`src/dmpd_pkg.sv`:
```
// constants for the dual modulus divider and reference dividers
package dmpd_pkg;
    localparam int          DMPD_DIGIT_W   = 4;
    localparam logic [3:0]  DMPD_DEC_MAX   = 4'h9;
    localparam logic [3:0]  DMPD_PRE_LO    = 4'h9;  // divide by 10: 0..9
    localparam logic [3:0]  DMPD_PRE_HI    = 4'ha;  // divide by 11: 0..10
    localparam logic [3:0]  DMPD_ZERO      = 4'h0;
    localparam logic [1:0]  DMPD_DIV3_MAX  = 2'h2;
    localparam logic [3:0]  DMPD_DIV10_MAX = 4'h9;
    localparam logic [3:0]  DMPD_HALF10    = 4'h5;
    localparam int          DMPD_LOCK_W    = 4;
    localparam logic [3:0]  DMPD_LOCK_LIM  = 4'h3;
endpackage : dmpd_pkg
```
`src/dmpd_divider.sv`:
```
// divide-by-N synthesizer counter with reference and output dividers
`timescale 1ns/1ps
`default_nettype none
module dmpd_divider
    import dmpd_pkg::*;
(
    input  wire logic        clk,
    input  wire logic        resetn,
    input  wire logic        tuned_oscillator_clock,
    input  wire logic [3:0]  preset_units,
    input  wire logic [3:0]  preset_tens,
    input  wire logic        ref_clk,
    input  wire logic        ext_ref_detect,
    input  wire logic        int_ref,
    input  wire logic        ext_ref,
    input  wire logic        loop33_clk,
    input  wire logic        pfd_large_pulse,
    output logic             terminal_pulse,
    output logic             pd_terminal,
    output logic             modulus_select,
    output logic             div10_out,
    output logic             ref_sel,
    output logic             ref_div3,
    output logic             ref_1mhz,
    output logic             ref_100khz,
    output logic             loop33_div10,
    output logic             unlocked
);
    // all internal counting runs on clk; edge inputs are synchronised
    typedef struct packed {
        logic [1:0] osc_s;
        logic [1:0] int_s;
        logic [1:0] ext_s;
        logic [1:0] l33_s;
        logic [1:0] det_s;
        logic [1:0] pfd_s;
        logic       osc_d;
        logic       ref_d;
        logic       l33_d;
        logic [3:0] pre;
        logic [3:0] low;
        logic [3:0] high;
        logic       mod_ff;
        logic       tc;
        logic [3:0] out10;
        logic       out10_q;
        logic [1:0] r3;
        logic       r3_q;
        logic [3:0] r10;
        logic [3:0] r100;
        logic       r1m_q, r100k_q;
        logic [3:0] l10;
        logic       l10_q;
        logic [3:0] lock_cnt;
        logic       unl;
    } dmpd_state_s;

    dmpd_state_s st;
    dmpd_state_s next_st;
    logic osc_rise, ref_rise, l33_rise, pre_wrap, low_dis;
    logic ref_lvl;

    always_comb begin
        next_st = st;
        next_st.osc_s = {st.osc_s[0], tuned_oscillator_clock};
        // each source synchronised alone: a mux ahead of the flops
        // would let a detect change glitch the counted waveform
        next_st.int_s = {st.int_s[0], int_ref};
        next_st.ext_s = {st.ext_s[0], ext_ref};
        next_st.l33_s = {st.l33_s[0], loop33_clk};
        next_st.det_s = {st.det_s[0], ext_ref_detect};
        next_st.pfd_s = {st.pfd_s[0], pfd_large_pulse};
        next_st.osc_d = st.osc_s[1];
        ref_lvl = st.det_s[1] ? st.ext_s[1] : st.int_s[1];
        next_st.ref_d = ref_lvl;
        next_st.l33_d = st.l33_s[1];
        osc_rise = st.osc_s[1] & ~st.osc_d;
        ref_rise = ref_lvl & ~st.ref_d;
        l33_rise = st.l33_s[1] & ~st.l33_d;
        // low decade spent: stop it and select divide by 10
        low_dis  = (st.low == DMPD_ZERO);
        pre_wrap = (st.pre == (low_dis ? DMPD_PRE_LO : DMPD_PRE_HI));
        next_st.tc = 1'b0;
        if (osc_rise) begin
            next_st.pre = pre_wrap ? DMPD_ZERO : st.pre + 4'h1;
            if (pre_wrap) begin
                if (st.high == DMPD_ZERO && st.mod_ff == 1'b0) begin
                    next_st.tc     = 1'b1;
                    next_st.low    = preset_units;
                    next_st.high   = preset_tens;
                    next_st.mod_ff = 1'b1;
                end else if (st.high == DMPD_ZERO) begin
                    next_st.mod_ff = 1'b0;
                    if (!low_dis)
                        next_st.low = st.low - 4'h1;
                end else begin
                    next_st.high = st.high - 4'h1;
                    if (!low_dis)
                        next_st.low = st.low - 4'h1;
                end
            end
            // output stage divides oscillator by ten
            next_st.out10 = (st.out10 == DMPD_DIV10_MAX) ? DMPD_ZERO
                            : st.out10 + 4'h1;
            next_st.out10_q = (next_st.out10 < DMPD_HALF10);
        end
        // one clock wide, so the loop detector sees one clean edge
        next_st.r3_q = 1'b0;
        if (ref_rise) begin
            next_st.r3   = (st.r3 == DMPD_DIV3_MAX) ? 2'h0 : st.r3 + 2'h1;
            next_st.r3_q = (st.r3 == DMPD_DIV3_MAX);
            next_st.r10  = (st.r10 == DMPD_DIV10_MAX) ? DMPD_ZERO
                           : st.r10 + 4'h1;
            next_st.r1m_q = (next_st.r10 < DMPD_HALF10);
            if (st.r10 == DMPD_DIV10_MAX) begin
                next_st.r100 = (st.r100 == DMPD_DIV10_MAX) ? DMPD_ZERO
                               : st.r100 + 4'h1;
                next_st.r100k_q = (next_st.r100 < DMPD_HALF10);
            end
        end
        if (l33_rise) begin
            next_st.l10   = (st.l10 == DMPD_DIV10_MAX) ? DMPD_ZERO
                            : st.l10 + 4'h1;
            next_st.l10_q = (next_st.l10 < DMPD_HALF10);
        end
        // large pulse held several clocks means frequency error
        if (st.pfd_s[1]) begin
            if (st.lock_cnt != DMPD_LOCK_LIM)
                next_st.lock_cnt = st.lock_cnt + 4'h1;
        end else begin
            next_st.lock_cnt = DMPD_ZERO;
        end
        if (st.pfd_s[1] && st.lock_cnt == DMPD_LOCK_LIM)
            next_st.unl = 1'b1;
        else if (!st.pfd_s[1] && !st.osc_s[1] && st.tc)
            next_st.unl = 1'b0;
        else if (!st.pfd_s[1] && st.lock_cnt == DMPD_ZERO)
            next_st.unl = st.unl & st.pfd_s[0];
    end

    always_ff @(posedge clk or negedge resetn) begin
        if (!resetn)
            st <= '0;
        else
            st <= next_st;
    end

    assign terminal_pulse = st.tc;
    assign pd_terminal    = st.tc;
    assign modulus_select = (st.low != DMPD_ZERO);
    assign div10_out      = st.out10_q;
    assign ref_sel        = st.det_s[1];
    assign ref_div3       = st.r3_q;
    assign ref_1mhz       = st.r1m_q;
    assign ref_100khz     = st.r100k_q;
    assign loop33_div10   = st.l10_q;
    assign unlocked       = st.unl;
endmodule : dmpd_divider
`default_nettype wire

```
`config.mk`:
```
export PLATFORM = sky130hd
export DESIGN_NAME = dmpd_divider
export DESIGN_NICKNAME = d
export VERILOG_FILES = /design/src/dmpd_pkg.sv /design/src/dmpd_divider.sv
export SDC_FILE = /design/constraint.sdc
export NUM_CORES = 1
export LEC_CHECK = 0
export BUFFER_PORTS_ARGS = -buffer_cell sky130_fd_sc_hd__buf_2
export CORE_MARGIN = 2
export CORE_UTILIZATION = 45
export DETAILED_ROUTE_END_ITERATION = 16
export GPL_TIMING_DRIVEN = 0
export PLACE_DENSITY = 0.74
export REMOVE_ABC_BUFFERS = 1
export SLEW_MARGIN = 20
export SYNTH_ARGS = -nofsm -noshare
export SYNTH_HDL_FRONTEND = slang
export SYNTH_SLANG_ARGS = --single-unit
```
`constraint.sdc`:
```
create_clock -name clk -period 2 [get_ports clk]
set_clock_uncertainty 0.1 [all_clocks]
set_input_delay 0 -clock clk [delete_from_list [all_inputs] [get_ports clk]]
set_output_delay 0 -clock clk [all_outputs]
set_load 0.05 [all_outputs]
```
==> flow_summary.toml, run 1 <==
[floorplanning]
coreArea_um2 = 5570
core.rowCount = 27
floorplan.die_area_um2 = 6460
io-pin-count = 27
floorplan.die.height_um = 80.4
floorplan.initialDensity_pct = 47.1
floorplan.die.width_um = 80.4

[yosys]
syn_area_per_cell_um2 = 10.7
ys_async_sr_fraction_pct = 100
synth_cell_types = 44
synth-main-ff-cell = "dfrtp_1"
mappedNetlistArea_um2 = 2620
synth_edf_count = 0
ys.warnings.count = 0
ys_seq_elements = 57
syn_inst = 245
sequential_fraction_of_the_synthesis_area_pct = 54.4

[power]
cellLeakagePower_nw = 1.47
net-switching-power_w = 0.00181
power.sequential.fraction_pct = 40.7
part_of_the_power_in_the_clock_network_pct = 25.4
internal_power_w = 0.00302
p_comb_share_pct = 33.9
pwr_density_cell_nw_per_um2 = 1440
switching_share_pct = 37.4
max-vdd-ir-drop_uv = 864

[timing]
post-route-period-util_pct = 99.8
setup-violations-final = 0
setup-tns-final_ps = 0
slew_limit_headroom_pct = 51.8
hold_violations = 0
achievable-frequency_ghz = 0.501
worst_pin_slew_ps = 723
grt_setup_unrepaired = "true"
holdWs_ps = 149
timing.final.max_slew_violations = 0
period_minus_slack_ps = 2000

[cells_and_area]
flow.area_growth_from_synthesis_pct = 27.3
layout.filler_cells = 456
postLayoutCellArea_um2 = 3340
finalCoreUtilization_pct = 59.9
seqCellArea_um2 = 1430
number_of_standard_cells_in_the_final_layout_excluding_fillers = 375
num_antenna_cells = 0
nets = 321
multi_input_comb_area_um2 = 1200
drive_above_1_share_pct = 24.4

[drt]
remaining_drc_errors = 0
antenna_violating_nets_post_route = 0
num_vias = 1992
drt-total-wl_um = 5100
detailedRoute.firstIterationViolations = 126
post_drt_via_cell_ratio = 5.31
routed_wire_length_per_instance_um = 13.6
number_of_search_and_repair_iterations_in_the_first_detailed_routing_pass = 4

[worst_setup_path]
cp-start-kind = "register"
timing.critical_path.to_type = "register"
largest_fanout_of_any_net_on_the_critical_path = 6
timing.critical_path.required_ps = 2140
critPathArrivalTime_ps = 2130
critical_path_class = "reg -> reg"

[status]
status = "finished, final reports clean"

[clock_network]
root_buffer = "clkbuf_8"
tritoncts = "built"
clock_sink_count = 57
insertion_delay_ps = 340
cts-root-to-sink-buffers = 2
clkTransAtPathRegs_ps = 70
number_of_clock_buffers_inserted_by_tritoncts = 9
h-tree-depth = 3

[placed_design]
place.detailed.hpwl_um = 3020
dp.cells = 335
placement.io_buffers = 25
dpl-instance-area_um2 = 2800
gp_routability_congestion = 0.787

[global_route]
grt.total_usage_pct = 17.2
grt_pass1_wl_um = 8470
antenna_violations_before_repair = 0
grt_overflow_total = 0
grt_pass1_vias = 1939
grt_max_degree = 58

[flow_run]
cap_viol_max_count = 0

[min_path]
timing.hold.worst.class = "in -> async"
critical path, stage by stage (launching register included):
cell and delay (ps):
dfrtp_1 400, inv_2 90, ha_4 130, or3b_4 420
mux2i_4 240, or2_4 310, o22a_1 200
path summary, 6_finish.rpt:
check | start | to | slack (ps) | cells past startpoint
min in group clk | loop33_clk | next_st[50] | 200 | 2
setup / recovery | st[34] | st[35] | 4 | 6
max in group asynchronous | resetn | next_st[54] | 1140 | 2
hold / removal | resetn | loop33_div10 | 150 | 2
setup reg to reg | st[34] | st[35] | 4 | 6
hold reg to reg | next_st[52] | st[52] | 240 | 0
routing by layer:
layer,wire (um),up-vias,GRT usage [%]
met2,2450,28,26.6
li1,-,960,-
met5,0,-,0
met1,2390,993,21.8
met4,93,0,11.0
met3,169,11,3.82
registers in the layout, summed over array words and instances, names as in the netlist:
name          cells
st               41
next_st           8
div10_out         1
loop33_div10      1
pd_terminal       1
ref_100khz        1
ref_1mhz          1
ref_div3          1
ref_sel           1
unlocked          1
power groups by stage:
stage               sequential [W]  clock (W)  combinational [W]
global placement           0.00193          0            0.00132
detailed placement         0.00195          0            0.00138
CTS                        0.00194    0.00124            0.00152
finish                     0.00197    0.00123            0.00164
floorplan                  0.00203          0           0.000915
global route               0.00202    0.00130            0.00182
synthesized netlist by cell type, drive strengths merged (2+ instances only):
cell type  instances  area (um^2)
dfrtp             57         1430
nor2              20         75.1
inv               15         56.3
o21ai             14         70.1
nor2b             12         82.6
a21oi             11         55.1
nand2             11         41.3
xnor2             10         87.6
nor3               9         50.1
nand3              7         35.0
nor3b              7         52.6
buf                6         41.3
ha                 6         75.1
mux2i              6         60.1
a21o               5         37.5
and2               4         25.0
nand3b             4         30.0
o22ai              4         25.0
a31oi              3         18.8
nand2b             3         18.8
nand4              3         18.8
nor4b              3         26.3
o31ai              3         22.5
xor2               3         26.3
a2bb2oi            2         17.5
clkbuf             2         7.51
mux2               2         26.3
or3b               2         17.5
or4b               2         23.8
cells by family after synthesis:
group / after synthesis / synth area share (%)
compound gates: 49 / 11.5
fa+ha+maj: 6 / 2.86
simple gates: 89 / 19.6
flops: 57 / 54.4
buf+inv: 23 / 4.01
mux: 8 / 3.29
xor+xnor: 13 / 4.34
layout make-up:
class | count | share of cell area (%)
Inverter | 15 | 1.69
Timing Repair Buffer | 49 | 10.3
Clock buffer | 11 | 4.53
Sequential cell | 57 | 42.7
Tap cell | 72 | 2.70
Multi-Input combinational cell | 166 | 35.8
Clock inverter | 5 | 2.32
timing repair:
| action | in CTS | in global routing |
|---|---|---|
| endpoints found under the hold margin | 71 | 0 |
| endpoints found under the setup margin | 14 | 13 |
| gates resized for setup | 8 | 12 |
| hold buffers | 15 | 0 |
| pin swaps | 1 | 4 |
| buffers inserted | 4 | 4 |
| cloned | 1 | 0 |
layout by cell type (no fill, tap or decap), drive strengths merged, types with 6 or more instances in the layout:
cell type and count:
a21oi 11, buf 34, clkbuf 11, dfrtp 57
dlygate4sd3 15, ha 6, inv 15, mux2i 7
nand2 11, nand3 7, nor2 20, nor2b 12
nor3 9, nor3b 7, o21ai 14, xnor2 10
metrics by stage:
step | setup slack, ps | total power [W]
floorplan | -473 | 0.00295
global placement | -669 | 0.00324
detailed placement | -489 | 0.00333
CTS | 5.52 | 0.00471
global route | -46.6 | 0.00514
finish | 3.83 | 0.00483
Note: power is estimated with default switching activity, not from simulation.
==> inputs of run 2 (changes only) <==
--- a/config.mk
+++ b/config.mk
@@ -5,12 +5,14 @@
 export SDC_FILE = /design/constraint.sdc
 export NUM_CORES = 1
 export LEC_CHECK = 0
-export BUFFER_PORTS_ARGS = -buffer_cell sky130_fd_sc_hd__buf_2
+export CELL_PAD_IN_SITES_DETAIL_PLACEMENT = 0
+export CELL_PAD_IN_SITES_GLOBAL_PLACEMENT = 1
 export CORE_MARGIN = 2
 export CORE_UTILIZATION = 45
 export DETAILED_ROUTE_END_ITERATION = 16
+export DONT_BUFFER_PORTS = 1
 export GPL_TIMING_DRIVEN = 0
-export PLACE_DENSITY = 0.74
+export PLACE_DENSITY = 0.83
 export REMOVE_ABC_BUFFERS = 1
 export SLEW_MARGIN = 20
 export SYNTH_ARGS = -nofsm -noshare
==> constraint.sdc (replaced) <==
create_clock -name clk -period 2 [get_ports clk]
set_clock_uncertainty 0.1 [all_clocks]
set_input_delay 0.1 -clock clk [delete_from_list [all_inputs] [get_ports clk]]
set_output_delay 0.1 -clock clk [all_outputs]
set_load 0.05 [all_outputs]
==> run 2 against run 1 <==
  * The run now ends with setup timing left
  * Worst setup slack lost 120 ps
  * Utilization down 2.5 points
  * Critical endpoint unchanged
  * Critical path depth unchanged
  * Clock power shrank 11%
==> flow_summary.toml, run 2 (synthesis gave the netlist of run 1 again) <==
[timing]
achievable-frequency_ghz = 0.473
grt_setup_unrepaired = "true"
setup-tns-final_ps = -399
fin_ws_ps = -116
hold_violations = 0
worst_pin_slew_ps = 893
setup-violations-final = 9
timing.final.max_slew_violations = 0
period_minus_slack_ps = 2120
post-route-period-util_pct = 106
slew_limit_headroom_pct = 40.4
holdWs_ps = 212

[global_route]
grt.total_usage_pct = 16.9
grt_pass1_wl_um = 8250
grt_pass1_vias = 1774
grt_overflow_total = 0
antenna_violations_before_repair = 0
grt_max_degree = 58

[power]
pwr_density_cell_nw_per_um2 = 1440
net-switching-power_w = 0.00177
max-vdd-ir-drop_uv = 841
internal_power_w = 0.00285
part_of_the_power_in_the_clock_network_pct = 23.6
cellLeakagePower_nw = 1.34
power.sequential.fraction_pct = 46.7
power_w = 0.00461
p_comb_share_pct = 29.7
switching_share_pct = 38.3

[cells_and_area]
registers.top_by_ff_count = "st"
flow.area_growth_from_synthesis_pct = 22.0
drive_above_1_share_pct = 16.2
seqCellArea_um2 = 1430
commonest_non_fill_non_tap_cell_in_the_layout = "dfrtp_1"
nets = 296
largest_register_ff_count = 41
layout.filler_cells = 453
finalCoreUtilization_pct = 57.4
num_antenna_cells = 0
multi_input_comb_area_um2 = 1180
layout.cells.most_common_list = "dfrtp_1, nor2_1, dlygate4sd3_1, o21ai_0, inv_1"

[drt]
post_drt_via_cell_ratio = 5.21
drt-total-wl_um = 4720
routed_wire_length_per_instance_um = 13.5
num_vias = 1823
remaining_drc_errors = 0
detailedRoute.firstIterationViolations = 78
number_of_search_and_repair_iterations_in_the_first_detailed_routing_pass = 4
antenna_violating_nets_post_route = 0

[clock_network]
root_buffer = "clkbuf_8"
insertion_delay_ps = 340
h-tree-depth = 3
number_of_clock_buffers_inserted_by_tritoncts = 9
cts-root-to-sink-buffers = 2
tritoncts = "built"
clkTransAtPathRegs_ps = 70
clock_sink_count = 57

[flow_run]
cap_viol_max_count = 0

[worst_setup_path]
sequence_of_cells_on_the_critical_path = "inv_2 > ha_4 > or3b_4 > mux2i_4 > or2_4 > o22a_1"
timing.critical_path.required_ps = 2120
critical_path_buf_inv_count = 1
crit_path_top_delay_cell = "or3b_4"
cp-start-kind = "register"
crit_family = "simple AND/OR/NAND/NOR gates"
critical_path_class = "reg -> reg"
largest_fanout_of_any_net_on_the_critical_path = 6
timing.critical_path.slowest_cell_delay_ps = 500
timing.critical_path.to_type = "register"
critPathArrivalTime_ps = 2240

[floorplanning]
floorplan.die_area_um2 = 6460
floorplan.die.height_um = 80.4
core.rowCount = 27
coreArea_um2 = 5570
io-pin-count = 27
floorplan.die.width_um = 80.4
floorplan.initialDensity_pct = 47.1

[min_path]
timing.hold.worst.class = "in -> async"

[status]
failed_checks = "setup timing"
status = "finished, violations left"

[placed_design]
place.detailed.hpwl_um = 2790
placement.io_buffers = 0
gp_routability_congestion = 0.777
-- run 2: cell types whose count changed in the layout (fill, tap and decap cells not counted), moves of 2 or more --
| cell | before | now |
|---|---|---|
| buf_2 | 25 | 0 |
| clkinvlp_4 | 1 | 5 |
| nor3b_1 | 3 | 6 |
| clkinv_2 | 2 | 0 |
| dfrtp_1 | 57 | 55 |
| dfrtp_2 | 0 | 2 |
| nor3b_2 | 3 | 1 |
-- run 2: final timing paths --
| kind | endpoint | cells after the start | from | slack (ps) |
|---|---|---|---|---|
| worst max-delay path | st[35] | 6 | st[35] | -120 |
| worst min-delay path | st[37] | 2 | resetn | 210 |
| worst max register to register | st[35] | 6 | st[35] | -120 |
| worst min register to register | st[52] | 0 | next_st[52] | 250 |
| max in group asynchronous | ref_sel | 2 | resetn | 1330 |
| min in group clk | next_st[52] | 1 | ext_ref | 220 |
-- run 2: through the flow --
stage / cell area [um^2] / cells / setup WS, ps
floorplan: 2570 / 237 / -473
global placement: 2670 / 309 / -798
detailed placement: 2680 / 310 / -787
CTS: 3150 / 348 / -59.1
global route: 3200 / 350 / -168
finish: 3200 / 350 / -116
-- run 2: metal layers --
layer / share of wire (%) / vias to the layer above / track usage [%] / wire length, um
met5: 0 / - / 0 / 0
met4: 1.4 / 0 / 5.59 / 65
met3: 4.9 / 6 / 7.53 / 233
met2: 47 / 31 / 25.4 / 2200
met1: 47 / 873 / 21.6 / 2220
li1: - / 913 / - / -
-- run 2: repair_timing --
action                                 4_1_cts  5_1_grt
resized for setup                           10        7
setup buffers                                5        2
endpoints found under the hold margin       71        0
cloned                                       1        0
pin swaps                                    3        2
hold buffers                                16        0
setup endpoints to repair                   15       15
-- run 2: layout make-up --
type | count | share of cell area [%]
well taps | 72 | 2.81
flip-flops and latches | 57 | 44.6
inverters | 15 | 1.76
repair buffers | 24 | 7.42
clock inverters | 6 | 2.11
multi-input cells | 166 | 37.0
clock buffers | 10 | 4.30
-- run 2: power by group through the flow --
| stage | Sequential, W | Combinational [W] | Clock [W] |
|---|---|---|---|
| after global placement | 0.00213 | 0.00104 | 0 |
| after CTS | 0.00213 | 0.00128 | 0.00113 |
| after floorplan | 0.00203 | 0.000915 | 0 |
| final | 0.00215 | 0.00137 | 0.00109 |
| after detailed placement | 0.00214 | 0.00109 | 0 |
| after global routing | 0.00224 | 0.00157 | 0.00119 |
